`src/logic/acds_cfg.svh`:
```
`ifndef ACDS_CFG_SVH
`define ACDS_CFG_SVH
// register word indices on the avalon address
`define ACDS_IDX_TIMING 4'h0
`define ACDS_IDX_CHAN_DMA 4'h1
`define ACDS_IDX_CALIB 4'h2
`define ACDS_IDX_PTR_LOW 4'h3
`define ACDS_IDX_PTR_MID 4'h4
`define ACDS_IDX_PTR_PAGE 4'h5
`define ACDS_IDX_RESULT 4'h6
`define ACDS_IDX_REF_DAC 4'h7
// conv_ctrl_timing fields
`define ACDS_F_PWR_HI 7
`define ACDS_F_PWR_LO 6
`define ACDS_F_DIV_HI 5
`define ACDS_F_DIV_LO 4
`define ACDS_F_ACQ_HI 3
`define ACDS_F_ACQ_LO 2
`define ACDS_F_EXT_TRIG 1
`define ACDS_F_TMR_TRIG 0
// conv_ctrl_channel_dma fields
`define ACDS_F_DONE 7
`define ACDS_F_DMA 6
`define ACDS_F_CONT 5
`define ACDS_F_START 4
`define ACDS_F_CH_HI 3
`define ACDS_F_CH_LO 0
// reset values and codes
`define ACDS_REG_RST 8'h00
`define ACDS_PTR_RST 24'h00_0000
`define ACDS_RD_RST 32'h0000_0000
`define ACDS_PWR_DOWN 2'h0
`define ACDS_DIV_SEL_1 2'h0
`define ACDS_DIV_SEL_2 2'h1
`define ACDS_DIV_SEL_4 2'h2
`define ACDS_DIV1_TOP 3'h0
`define ACDS_DIV2_TOP 3'h1
`define ACDS_DIV4_TOP 3'h3
`define ACDS_DIV8_TOP 3'h7
// conversion timing in converter clocks
`define ACDS_SYNC_CLKS 5'h1
`define ACDS_CONV_CLKS 5'hf
// capture list layout
`define ACDS_STOP_ID 4'hf
`define ACDS_ADDR_STEP 24'h00_0001
`define ACDS_ENTRY_STEP 24'h00_0002
`define ACDS_PIPE_FILL 2'h2
`endif

```
`src/logic/acds_pkg.sv`:
```
package acds_pkg;
  typedef enum logic [2:0] {
    D_IDLE,
    D_WR_HI,
    D_WR_LO,
    D_RD,
    D_WAIT
  } acds_dma_state_t;
  typedef struct packed {
    logic [23:0] addr;
    logic [7:0] wdata;
    logic we_n;
    logic oe_n;
    logic data_oe;
  } acds_xm_t;
endpackage

```
`src/logic/acds_conv_timer.sv`:
```
`timescale 1ns/100ps
`default_nettype none
`include "acds_cfg.svh"
module acds_conv_timer
  import acds_pkg::*;
(
  input wire logic i_ref_clk,
  input wire logic i_sys_rst,
  input wire logic i_clk_en,
  input wire logic i_tick,
  input wire logic i_start,
  input wire logic [1:0] i_acq_sel,
  output logic o_busy,
  output logic o_hold,
  output logic o_done
);
  logic [4:0] cnt_q;
  logic [1:0] acq_q;
  logic busy_q;
  logic hold_q;
  logic done_q;
  // sync tick, then acquisition ticks, then successive approximation
  wire [4:0] acq_end = `ACDS_SYNC_CLKS + {3'h0, acq_q};
  wire [4:0] conv_last = acq_end + `ACDS_CONV_CLKS;

  always_ff @(posedge i_ref_clk) begin
    if (i_sys_rst) begin
      cnt_q <= 5'h0;
      acq_q <= 2'h0;
      busy_q <= 1'h0;
      hold_q <= 1'h0;
      done_q <= 1'h0;
    end else if (i_clk_en) begin
      done_q <= 1'h0;
      if (i_start) begin
        busy_q <= 1'h1;
        hold_q <= 1'h0;
        // a tick on the start edge is the first converter clock, so /1 restarts lose none
        cnt_q <= {4'h0, i_tick};
        acq_q <= i_acq_sel;
      end else if (busy_q && i_tick) begin
        cnt_q <= cnt_q + 5'h1;
        if (cnt_q == acq_end) begin
          hold_q <= 1'h1;
        end
        if (cnt_q == conv_last) begin
          busy_q <= 1'h0;
          hold_q <= 1'h0;
          done_q <= 1'h1;
        end
      end
    end
  end

  assign o_busy = busy_q;
  assign o_hold = hold_q;
  assign o_done = done_q;

  logic [4:0] tk_q;
  always_ff @(posedge i_ref_clk) begin
    if (i_sys_rst) begin
      tk_q <= 5'h0;
    end else if (i_clk_en) begin
      if (i_start) begin
        tk_q <= {4'h0, i_tick};
      end else if (busy_q && i_tick) begin
        tk_q <= tk_q + 5'h1;
      end
    end
  end
endmodule
`default_nettype wire

```
`src/logic/acds_top.sv`:
```
// The register addresses and the Avalon-MM slave port were chosen for this implementation.
`timescale 1ns/100ps
`default_nettype none
`include "acds_cfg.svh"
module acds_top
  import acds_pkg::*;
(
  input wire logic i_ref_clk,
  input wire logic i_sys_rst,
  input wire logic i_clk_en,
  input wire logic [3:0] i_avs_address,
  input wire logic i_avs_read,
  input wire logic i_avs_write,
  input wire logic [31:0] i_avs_writedata,
  input wire logic [3:0] i_avs_byteenable,
  output logic [31:0] o_avs_readdata,
  output logic o_avs_waitrequest,
  input wire logic i_timer_trig,
  input wire logic i_conv_trig_pin,
  input wire logic [11:0] i_sar_result,
  output logic [3:0] o_sar_channel,
  output logic o_sar_hold,
  output logic o_ref_enable,
  input wire acds_xm_t i_core_xm,
  output logic [7:0] o_core_xm_rdata,
  input wire logic [7:0] i_xm_rdata,
  output acds_xm_t o_xm,
  output logic o_capture_active
);
  logic wait_q;
  logic [31:0] rd_q;
  logic [7:0] conv_ctrl_timing_q;
  logic [7:0] conv_ctrl_channel_dma_q;
  logic [7:0] conv_ctrl_calib_q;
  logic [7:0] xfer_pointer_low_q;
  logic [7:0] xfer_pointer_mid_q;
  logic [7:0] xfer_pointer_page_q;
  logic [15:0] result_q;
  logic [1:0] dac_en_q;
  logic conv_done_flag_q;
  logic pend_q;
  logic ref_q;
  logic [2:0] div_cnt_q;
  logic converter_clock_q;
  logic [2:0] trig_s_q;
  logic trig_lvl_q;
  logic run_q;
  logic stop_q;
  logic fv_q;
  logic cv_q;
  logic [3:0] fid_q;
  logic [3:0] sar_ch_q;
  logic [3:0] rch_q;
  logic [11:0] rres_q;
  logic [23:0] fp_q;
  logic [23:0] wp_q;
  logic [1:0] cyc_q;
  logic [7:0] core_rd_q;
  acds_dma_state_t dst_q;
  acds_dma_state_t dst_d;
  acds_xm_t xm_q;
  acds_xm_t xm_d;
  logic busy_w;
  logic hold_w;
  logic done_w;

  // bus decode
  wire req = i_avs_read | i_avs_write;
  wire wr_go = i_avs_write & ~wait_q & i_avs_byteenable[0];
  wire [7:0] wb = i_avs_writedata[7:0];
  wire sel_tim = i_avs_address == `ACDS_IDX_TIMING;
  wire sel_chn = i_avs_address == `ACDS_IDX_CHAN_DMA;
  wire sel_cal = i_avs_address == `ACDS_IDX_CALIB;
  wire sel_pl = i_avs_address == `ACDS_IDX_PTR_LOW;
  wire sel_pm = i_avs_address == `ACDS_IDX_PTR_MID;
  wire sel_pp = i_avs_address == `ACDS_IDX_PTR_PAGE;
  wire sel_res = i_avs_address == `ACDS_IDX_RESULT;
  wire sel_ref = i_avs_address == `ACDS_IDX_REF_DAC;

  // control fields
  wire [1:0] pmode = conv_ctrl_timing_q[`ACDS_F_PWR_HI:`ACDS_F_PWR_LO];
  wire [1:0] dsel = conv_ctrl_timing_q[`ACDS_F_DIV_HI:`ACDS_F_DIV_LO];
  wire [1:0] acq = conv_ctrl_timing_q[`ACDS_F_ACQ_HI:`ACDS_F_ACQ_LO];
  wire pwr = pmode != `ACDS_PWR_DOWN;
  wire dma_en = conv_ctrl_channel_dma_q[`ACDS_F_DMA];
  wire cont = conv_ctrl_channel_dma_q[`ACDS_F_CONT];
  wire [23:0] ptr = {xfer_pointer_page_q, xfer_pointer_mid_q, xfer_pointer_low_q};

  // converter clock divider
  wire [2:0] div_top = (dsel == `ACDS_DIV_SEL_1) ? `ACDS_DIV1_TOP :
                       (dsel == `ACDS_DIV_SEL_2) ? `ACDS_DIV2_TOP :
                       (dsel == `ACDS_DIV_SEL_4) ? `ACDS_DIV4_TOP : `ACDS_DIV8_TOP;
  wire div_last = div_cnt_q >= div_top;

  // conversion start sources
  wire ext_rise = trig_s_q[1] & trig_s_q[2] & ~trig_lvl_q;
  wire want = pend_q | cont
            | (conv_ctrl_timing_q[`ACDS_F_TMR_TRIG] & i_timer_trig)
            | (conv_ctrl_timing_q[`ACDS_F_EXT_TRIG] & ext_rise);
  wire go = pwr & (~busy_w | done_w) & want & ~run_q;
  wire launch = go & dma_en;
  wire single_go = go & ~dma_en;
  wire abort = run_q & (~dma_en | ~pwr);
  wire cyc_end = run_q & done_w & ~abort;
  wire dma_fin = cyc_end & stop_q;
  wire dma_next = cyc_end & ~stop_q;
  wire conv_start = single_go | launch | dma_next;
  wire single_done = done_w & ~run_q;
  wire flag_set = single_done | dma_fin;
  wire flag_clr = wr_go & sel_chn & ~wb[`ACDS_F_DONE];
  wire rd_tick = (dst_q == D_RD) & converter_clock_q;
  wire [3:0] rd_id = i_xm_rdata[7:4];
  wire id_stop = rd_id == `ACDS_STOP_ID;

  // result being written: at a cycle boundary it is the fresh one
  wire [3:0] w_ch = cyc_end ? sar_ch_q : rch_q;
  wire [11:0] w_res = cyc_end ? i_sar_result : rres_q;
  wire [23:0] f_addr = launch ? ptr : fp_q;

  // read mux
  wire [7:0] chn_rd = {conv_done_flag_q, conv_ctrl_channel_dma_q[6:5], busy_w | run_q,
                       conv_ctrl_channel_dma_q[3:0]};
  wire [31:0] rd_d = sel_tim ? {24'h00_0000, conv_ctrl_timing_q} :
                     sel_chn ? {24'h00_0000, chn_rd} :
                     sel_cal ? {24'h00_0000, conv_ctrl_calib_q} :
                     sel_pl ? {24'h00_0000, xfer_pointer_low_q} :
                     sel_pm ? {24'h00_0000, xfer_pointer_mid_q} :
                     sel_pp ? {24'h00_0000, xfer_pointer_page_q} :
                     sel_res ? {16'h0000, result_q} :
                     sel_ref ? {30'h0000_0000, dac_en_q} : `ACDS_RD_RST;

  acds_conv_timer u_timer (
    .i_ref_clk(i_ref_clk),
    .i_sys_rst(i_sys_rst),
    .i_clk_en(i_clk_en),
    .i_tick(converter_clock_q),
    .i_start(conv_start),
    .i_acq_sel(acq),
    .o_busy(busy_w),
    .o_hold(hold_w),
    .o_done(done_w)
  );

  // avalon slave: one wait cycle, then the access completes
  always_ff @(posedge i_ref_clk) begin
    if (i_sys_rst) begin
      wait_q <= 1'h1;
      rd_q <= `ACDS_RD_RST;
    end else if (i_clk_en) begin
      wait_q <= ~(req & wait_q);
      if (i_avs_read & wait_q) begin
        rd_q <= rd_d;
      end
    end
  end

  always_ff @(posedge i_ref_clk) begin
    if (i_sys_rst) begin
      conv_ctrl_timing_q <= `ACDS_REG_RST;
      conv_ctrl_calib_q <= `ACDS_REG_RST;
      xfer_pointer_low_q <= `ACDS_REG_RST;
      xfer_pointer_mid_q <= `ACDS_REG_RST;
      xfer_pointer_page_q <= `ACDS_REG_RST;
      dac_en_q <= 2'h0;
    end else if (i_clk_en && wr_go) begin
      if (sel_tim) conv_ctrl_timing_q <= wb;
      if (sel_cal) conv_ctrl_calib_q <= wb;
      if (sel_pl) xfer_pointer_low_q <= wb;
      if (sel_pm) xfer_pointer_mid_q <= wb;
      if (sel_pp) xfer_pointer_page_q <= wb;
      if (sel_ref) dac_en_q <= wb[1:0];
    end
  end

  // channel register, start request, done flag (set beats clear)
  always_ff @(posedge i_ref_clk) begin
    if (i_sys_rst) begin
      conv_ctrl_channel_dma_q <= `ACDS_REG_RST;
      pend_q <= 1'h0;
      conv_done_flag_q <= 1'h0;
    end else if (i_clk_en) begin
      if (wr_go && sel_chn) begin
        conv_ctrl_channel_dma_q <= wb;
      end else if (dma_fin) begin
        conv_ctrl_channel_dma_q[`ACDS_F_CONT] <= 1'h0;
      end
      pend_q <= (wr_go & sel_chn & wb[`ACDS_F_START]) | (pend_q & ~go);
      conv_done_flag_q <= flag_set | (conv_done_flag_q & ~flag_clr);
    end
  end

  always_ff @(posedge i_ref_clk) begin
    if (i_sys_rst) begin
      ref_q <= 1'h0;
      div_cnt_q <= 3'h0;
      converter_clock_q <= 1'h0;
      trig_s_q <= 3'h0;
      trig_lvl_q <= 1'h0;
    end else if (i_clk_en) begin
      ref_q <= pwr | (|dac_en_q);
      div_cnt_q <= (div_last | ~pwr) ? 3'h0 : div_cnt_q + 3'h1;
      converter_clock_q <= div_last & pwr;
      trig_s_q <= {trig_s_q[1:0], i_conv_trig_pin};
      if (trig_s_q[1] == trig_s_q[2]) begin
        trig_lvl_q <= trig_s_q[2];
      end
    end
  end

  // capture sequencer: writes, then fetch, then wait for conversion end
  always_comb begin
    dst_d = dst_q;
    unique case (dst_q)
      D_IDLE, D_WAIT: if (launch | dma_next) dst_d = cv_q ? D_WR_HI : D_RD;
      D_WR_HI: if (converter_clock_q) dst_d = D_WR_LO;
      D_WR_LO: if (converter_clock_q) dst_d = D_RD;
      D_RD: if (converter_clock_q) dst_d = D_WAIT;
      default: dst_d = D_IDLE;
    endcase
    if (dma_fin | abort) dst_d = D_IDLE;
  end

  always_comb begin
    xm_d = i_core_xm;
    if (dma_en) begin
      xm_d.addr = f_addr;
      xm_d.wdata = 8'h00;
      xm_d.we_n = 1'h1;
      xm_d.oe_n = 1'h1;
      xm_d.data_oe = 1'h0;
      unique case (dst_d)
        D_WR_HI: begin
          xm_d.addr = wp_q;
          xm_d.wdata = {w_ch, w_res[11:8]};
          xm_d.we_n = 1'h0;
          xm_d.data_oe = 1'h1;
        end
        D_WR_LO: begin
          xm_d.addr = wp_q + `ACDS_ADDR_STEP;
          xm_d.wdata = rres_q[7:0];
          xm_d.we_n = 1'h0;
          xm_d.data_oe = 1'h1;
        end
        D_RD: xm_d.oe_n = 1'h0;
        default: xm_d.oe_n = 1'h1;
      endcase
    end
  end

  always_ff @(posedge i_ref_clk) begin
    if (i_sys_rst) begin
      dst_q <= D_IDLE;
      xm_q <= '0;
      core_rd_q <= 8'h00;
    end else if (i_clk_en) begin
      dst_q <= dst_d;
      xm_q <= xm_d;
      core_rd_q <= dma_en ? 8'h00 : i_xm_rdata;
    end
  end

  // pipeline: fetched id -> converting id -> result to write
  always_ff @(posedge i_ref_clk) begin
    if (i_sys_rst) begin
      run_q <= 1'h0;
      stop_q <= 1'h0;
      fv_q <= 1'h0;
      cv_q <= 1'h0;
      fid_q <= 4'h0;
      sar_ch_q <= 4'h0;
      rch_q <= 4'h0;
      rres_q <= 12'h000;
      fp_q <= `ACDS_PTR_RST;
      wp_q <= `ACDS_PTR_RST;
      cyc_q <= 2'h0;
      result_q <= 16'h0000;
    end else if (i_clk_en) begin
      if (launch) begin
        run_q <= 1'h1;
        stop_q <= 1'h0;
        fv_q <= 1'h0;
        cv_q <= 1'h0;
        fp_q <= ptr;
        wp_q <= ptr;
        cyc_q <= 2'h0;
      end else if (dma_fin | abort) begin
        run_q <= 1'h0;
        stop_q <= 1'h0;
      end else if (dma_next) begin
        cv_q <= fv_q;
        fv_q <= 1'h0;
        sar_ch_q <= fid_q;
        rch_q <= sar_ch_q;
        rres_q <= i_sar_result;
        if (cyc_q != `ACDS_PIPE_FILL) cyc_q <= cyc_q + 2'h1;
      end
      if (rd_tick) begin
        fid_q <= rd_id;
        fv_q <= ~id_stop;
        stop_q <= id_stop;
        fp_q <= fp_q + `ACDS_ENTRY_STEP;
      end
      if ((dst_q == D_WR_LO) && converter_clock_q) begin
        wp_q <= wp_q + `ACDS_ENTRY_STEP;
      end
      if (single_go) begin
        sar_ch_q <= conv_ctrl_channel_dma_q[`ACDS_F_CH_HI:`ACDS_F_CH_LO];
      end
      if (single_done) begin
        result_q <= {sar_ch_q, i_sar_result};
      end
    end
  end

  assign o_avs_readdata = rd_q;
  assign o_avs_waitrequest = wait_q;
  assign o_sar_channel = sar_ch_q;
  assign o_sar_hold = hold_w;
  assign o_ref_enable = ref_q;
  assign o_core_xm_rdata = core_rd_q;
  assign o_xm = xm_q;
  assign o_capture_active = run_q;
endmodule
`default_nettype wire

```
`config.mk`:
```
export PLATFORM = sky130hd
export DESIGN_NAME = acds_top
export DESIGN_NICKNAME = d
export VERILOG_FILES = /design/src/logic/acds_pkg.sv /design/src/logic/acds_conv_timer.sv /design/src/logic/acds_top.sv
export VERILOG_INCLUDE_DIRS = /design/src /design/src/logic
export SDC_FILE = /design/constraint.sdc
export NUM_CORES = 1
export LEC_CHECK = 0
export ABC_CLOCK_PERIOD_IN_PS = 4300
export BUFFER_PORTS_ARGS = -buffer_cell sky130_fd_sc_hd__buf_2
export CELL_PAD_IN_SITES_DETAIL_PLACEMENT = 1
export CELL_PAD_IN_SITES_GLOBAL_PLACEMENT = 2
export CORE_MARGIN = 1.5
export CORE_UTILIZATION = 37
export CTS_BUF_LIST = sky130_fd_sc_hd__clkbuf_4 sky130_fd_sc_hd__clkbuf_8
export CTS_CLUSTER_DIAMETER = 120
export DETAILED_ROUTE_END_ITERATION = 12
export PLACE_DENSITY = 0.89
export SLEW_MARGIN = 20
export SYNTH_ARGS = -nofsm -noshare
export SYNTH_HDL_FRONTEND = slang
export SYNTH_HIERARCHICAL = 1
export SYNTH_SLANG_ARGS = --single-unit
```
`constraint.sdc`:
```
create_clock -name i_ref_clk -period 4.3 [get_ports i_ref_clk]
set_clock_uncertainty 0.15 [all_clocks]
set_input_delay 0.645 -clock i_ref_clk [delete_from_list [all_inputs] [get_ports i_ref_clk]]
set_output_delay 0.645 -clock i_ref_clk [all_outputs]
set_load 0.01 [all_outputs]
```
* After elaboration in Yosys (flattened, before gate mapping) *
Cells that the tools add are included.

word-level totals
  register bits = 241
  bits in latches = 0
  memory bits (writable) = 0
  bits in read-only memories = 0
  output and inout port bits = 83
  memories = 0

operators by class
  $add $sub $neg = 7
  multiply operators = 0
  div/mod/pow operators = 0
  $lt $le $gt $ge = 1
  eq/ne operators = 24
  shift-type cells = 0
  mux-type cells = 59
  bitwise logic cells = 57
  reductions and logical operators = 44

operators with widths
  kind                   count
  $mux 16                7
  $mux 24                4
  $pmux 33 s2            1
  $add 24x2->24 const B  2
  $mux 35                1
  $reduce_and 2->1       17
  $mux 3                 9
  $and 1x1->1            26
  $mux 1                 25
  $add 24x1->24 const B  1
  $mux 4                 5
  $eq 4x3->1 const B     4
  $or 1x1->1             16
  $reduce_bool 2->1      8
  $not 1->1              15
  $eq 3x2->1 const B     4
  $mux 12                1
  $pmux 3 s4             1
  $reduce_and 3->1       4
  $eq 5x5->1             2
  $mux 5                 2
  $reduce_bool 3->1      3
  $eq 4x2->1 const B     2
  $mux 8                 1
  other kinds (22)       31

* Logic depth before layout (Yosys ltp) *
  depth after elaboration = 15
  mapped depth = 10
  mapped depth without buffers = 9

* Cells and area by module *
The synthesis kept the hierarchy.

modules (own cells, without submodules)
  module           times used  cells each  area each (µm²)  sequential area each (µm²)
  acds_top         1           1395        11177.0          4284.1
  acds_conv_timer  1           68          588.1            200.2

* Worst setup path before layout *
OpenSTA, ideal clock, no wires.

  path type = in2reg
  from = input port i_timer_trig
  to = register xm_q, in the netlist o_xm[34]
  library setup time = 0.122 ns
  data arrival time = 2.434 ns
  setup slack = 1.594 ns
  stages on the path = 6
  path buffers = 0
  cells stage by stage = a211oi_1 > a221o_1 > a2111oi_4 > a32oi_4 > a221o_1 > a221o_1

on the way
  cells in the longest elaborated chain, start to end = 13
  elaborated cells between the ends (all ways) = 15
  those cells by class = 2 x eq/ne; 6 x mux; 7 x bitwise

ends and longest elaborated chain
  what                                             RTL line         text
  from (decl)                                      acds_top.sv:18   input wire logic i_timer_trig,
  $and 1x1->1 (*)                                  acds_top.sv:98   | (conv_ctrl_timing_q[`ACDS_F_TMR_TRIG] & i_timer_trig)
  $or 1x1->1 (*) (2 in a row)                      acds_top.sv:97   wire want = pend_q | cont
  $and 1x1->1 (*) (2 in a row)                     acds_top.sv:100  wire go = pwr & (~busy_w | done_w) & want & ~run_q;
  $and 1x1->1 (*)                                  acds_top.sv:101  wire launch = go & dma_en;
  $or 1x1->1                                       acds_top.sv:214  D_IDLE, D_WAIT: if (launch | dma_next) dst_d = cv_q ? D_WR_HI : D_RD;
  $mux 3                                           acds_top.sv:214
  $pmux 3 s4                                       acds_top.sv:213  unique case (dst_q)
  $mux 3                                           acds_top.sv:220  if (dma_fin | abort) dst_d = D_IDLE;
  $eq 3x2->1 / $eq 3x1->1 (equally long branches)  acds_top.sv:231  unique case (dst_d)
  $pmux 33 s2 (*)                                  acds_top.sv:231
  $mux 35 (*)                                      acds_top.sv:225  if (dma_en) begin
  to (signal assigned)                             acds_top.sv:257  xm_q <= xm_d;
  to (decl)                                        acds_top.sv:61   acds_xm_t xm_q;

Mark *: on every way between the ends. The rest lies on a longest branch, timed or not.
A chain may end at the register's enable or synchronous reset.

* Worst setup path after layout *
  from = register run_q, in the netlist o_capture_active
  to = register xm_q, in the netlist o_xm[13]

on the way
  cells in the longest elaborated chain, start to end = 11
  elaborated cells between the ends (all ways) = 19
  those cells by class = 2 x eq/ne; 6 x mux; 11 x bitwise

ends and longest elaborated chain
  what                                             RTL line         text
  from (decl)                                      acds_top.sv:47   logic run_q;
  from (signal assigned)                           acds_top.sv:265  run_q <= 1'h0;
  from (signal assigned)                           acds_top.sv:279  run_q <= 1'h1;
  from (signal assigned)                           acds_top.sv:287  run_q <= 1'h0;
  $and 1x1->1                                      acds_top.sv:103  wire abort = run_q & (~dma_en | ~pwr);
  $not 1->1                                        acds_top.sv:104  wire cyc_end = run_q & done_w & ~abort;
  $and 1x1->1                                      acds_top.sv:104
  $and 1x1->1                                      acds_top.sv:106  wire dma_next = cyc_end & ~stop_q;
  $or 1x1->1                                       acds_top.sv:214
  $mux 3                                           acds_top.sv:214
  $pmux 3 s4                                       acds_top.sv:213
  $mux 3                                           acds_top.sv:220
  $eq 3x2->1 / $eq 3x1->1 (equally long branches)  acds_top.sv:231
  $pmux 33 s2 (*)                                  acds_top.sv:231
  $mux 35 (*)                                      acds_top.sv:225

Marked as above.

==> flow_summary.ini <==
[status]
outcome = finished clean

[finish]
areaGrowthSynthToFinish_pct = 16.3
n_antenna_cell = 0
multiInputGateArea_um2 = 6710
drive_gt1_frac = 0.189
final_nets = 1692
fill_cells = 3886
seqCellArea_um2 = 4480
postLayoutCellArea_um2 = 13700

[floorplanning]
die-area_um2 = 32900
io_pins = 185
die_w_um = 181
fp.dieH_um = 181
start_util = 0.375
row_count = 65
core_um2 = 31400

[min_path]
hp-class = in2reg

[drt]
totalWireLength_um = 44900
vias = 12000
drt_iter0_drc = 787
drc = 0
via_per_inst = 5.95
firstDrtPassIters = 5
avgRoutedWirePerCell_um = 22.3
ant_nets = 0

[sta]
relSlewSlack = 0.295
tightest_slew_ns = 1.05
layout_setup_ws_ns = 1.07
hold_ws_ns = 0.167
fin_crit_ns = 3.23
finalMaxSlewViolations = 0
fin_crit_sh = 0.751
finalSetupViolCount = 0
finalHoldViolCount = 0
rsz0062_at_grt = no
final.setup.tns_ns = 0
fmax_mhz = 310

[synthesis]
ys_seq_area_frac = 0.381
synthArstFlopShare = 0
yosysWarnings = 6
synthesis.area_um2 = 11800
synth_seq_cells = 224
synth_flop_cell = dfxtp_1
ys_types = 81
synth_cells = 1463
synth_edf_count = 0
syn_avg_cell_area_um2 = 8.04

[global_routing]
grt_max_degree = 68
grt_usage = 0.269
grt_pass1_wl_um = 69500
grt_pass1_vias = 11700
globalRouteOverflowTotal = 0
antenna_found_initial = 0

[clock_network]
root_buffer = clkbuf_8
cts_resized = 0
ctsHoldBuffers = 0
post_cts_buffers = 0
clkTransAtPathRegs_ns = 0.06
cts_tree = done
clock-sinks = 224
htreeDepth = 2
clk_latency_ns = 0.57
cts_buffers = 42
cts.path.max_buffers = 3

[critical_path]
critPathRequiredTime_ns = 4.63
crit_path_max_fanout = 12
crit_family = compound AO/OA/AOI/OAI gates
reg2reg_slack_ns = 1.07
end_kind = register
crit_arrival_ns = 3.57
cp_slowest_cell = dfxtp_1
crit_type = reg2reg
cp_common_cell = buf_4
max_stage_delay_ns = 0.58
crit_chain = o2111ai_2 -> nor2_1 -> a31oi_1 -> a21oi_2 -> buf_4 -> buf_4 -> a22oi_1 -> a211oi_1
path_buf_inv = 2
worstSetupStartpointType = register

[placement]
place_hpwl_um = 32300
io_buffers = 141
placed_cell_area_um2 = 12800
post-place-ws_ns = 0.891
finalWeightedCongestion = 0.937

[flow_run]
cap_viol_max_count = 0

[power]
p_leak_nw = 5.21
p_per_area_nw_per_um2 = 341
peakVddDrop_mv = 0.175
power_mw = 4.67
-- cell type report --
cell class                      instances  area share
Timing Repair Buffer                  179      0.0738
Clock inverter                          4     0.00201
Tap cell                              402      0.0368
Sequential cell                       224       0.328
Multi-Input combinational cell       1109       0.490
Clock buffer                           72      0.0637
Inverter                               21     0.00576
-- cell families after synthesis --
family / share of synthesized area
buf+inv: 0.0536
fa+ha+maj: 0.0138
other cells: 0.000319
simple gates: 0.199
mux: 0.0886
xor+xnor: 0.0134
flops: 0.381
compound gates: 0.250
-- per-layer routing --
metal,share of wire,vias to the layer above,track usage
met1,0.47,5914,0.380
met2,0.45,418,0.427
met3,0.059,70,0.0335
met4,0.023,0,0.0813
li1,-,5567,-
met5,0,-,0
-- registers in the layout, indices dropped and copies added (netlist names), 2 cells and up --
| register | flops |
|---|---|
| rres_q | 12 |
| xfer_pointer_low_q | 8 |
| xfer_pointer_page_q | 8 |
| o_avs_readdata | 16 |
| div_cnt_q | 3 |
| u_timer/cnt_q | 5 |
| conv_ctrl_calib_q | 8 |
| trig_s_q | 3 |
| o_core_xm_rdata | 8 |
| conv_ctrl_channel_dma_q | 6 |
| o_xm | 35 |
| conv_ctrl_timing_q | 8 |
| rch_q | 4 |
| fp_q | 24 |
| u_timer/acq_q | 2 |
| wp_q | 24 |
| dac_en_q | 2 |
| xfer_pointer_mid_q | 8 |
| o_sar_channel | 4 |
| dst_q | 3 |
| fid_q | 4 |
| result_q | 16 |
-- synth_stat cells (6+ instances only) --
library cell,n,area (um2)
ha_1,13,163
buf_4,17,128
o21ai_0,91,455
o221ai_1,8,70.1
xor2_1,13,114
o21a_1,7,52.6
nor4_1,8,50.1
nand2b_1,8,50.1
nand4_1,17,106
mux2i_1,76,761
nor2_1,160,601
o22ai_1,21,131
a221oi_1,27,236
a211oi_1,21,158
a22oi_1,31,233
a311oi_1,7,61.3
o211ai_1,10,75.1
nand2_1,189,709
clkbuf_1,89,334
a22o_1,7,61.3
and3_1,12,75.1
a21oi_1,125,626
mux2_2,21,236
dfxtp_1,224,4480
nand3_1,43,215
and2_1,7,43.8
nor2b_1,8,50.1
buf_2,6,30.0
a21o_1,8,60.1
buf_1,10,37.5
nor3_1,32,160
or3_1,7,43.8
inv_1,20,75.1
a31oi_1,22,138
-- worst min-delay path: cells and delay by family --
kind / cells / cell delay (ns)
AO/OA/AOI/OAI: 1 / 0.05
AND/OR/NAND/NOR: 1 / 0.07
buffers and inverters: 1 / 0.08
-- where the power goes --
part           switching (mW)  leakage [nW]  internal [mW]
Combinational           0.210          2.91          0.105
Clock                   0.949         0.485           1.27
Sequential             0.0241          1.82           2.11
-- cell usage in the layout, fill, tap and decap left out, types with 10 or more instances in the layout --
cell / instances
xor2_1: 13
nor3_1: 32
a21oi_1: 124
a211oi_1: 21
clkbuf_4: 19
o21ai_0: 91
mux2i_1: 76
clkbuf_8: 53
mux2_2: 21
o211ai_1: 10
nand3_1: 43
a31oi_1: 22
nor2_1: 160
ha_1: 13
conb_1: 16
and3_1: 12
dfxtp_1: 224
o22ai_1: 21
nand2_1: 189
buf_4: 37
a221oi_1: 27
nand4_1: 17
a22oi_1: 31
inv_1: 20
buf_2: 140
-- stage by stage --
stage	instances	util
floorplan	1478	-
global placement	1935	0.407
CTS	2011	0.436
finish	2011	0.436
global route	2011	0.436
detailed placement	1935	0.407
-- worst paths after layout --
check | startpoint | cells after the start | to
worst max register to register | o_capture_active | 8 | o_xm[13]
worst max-delay path | o_capture_active | 8 | o_xm[13]
worst min-delay path | i_xm_rdata[3] | 3 | o_core_xm_rdata[3]
worst min register to register | o_xm[8] | 2 | o_xm[8]
(Power assumes the default switching activity.)
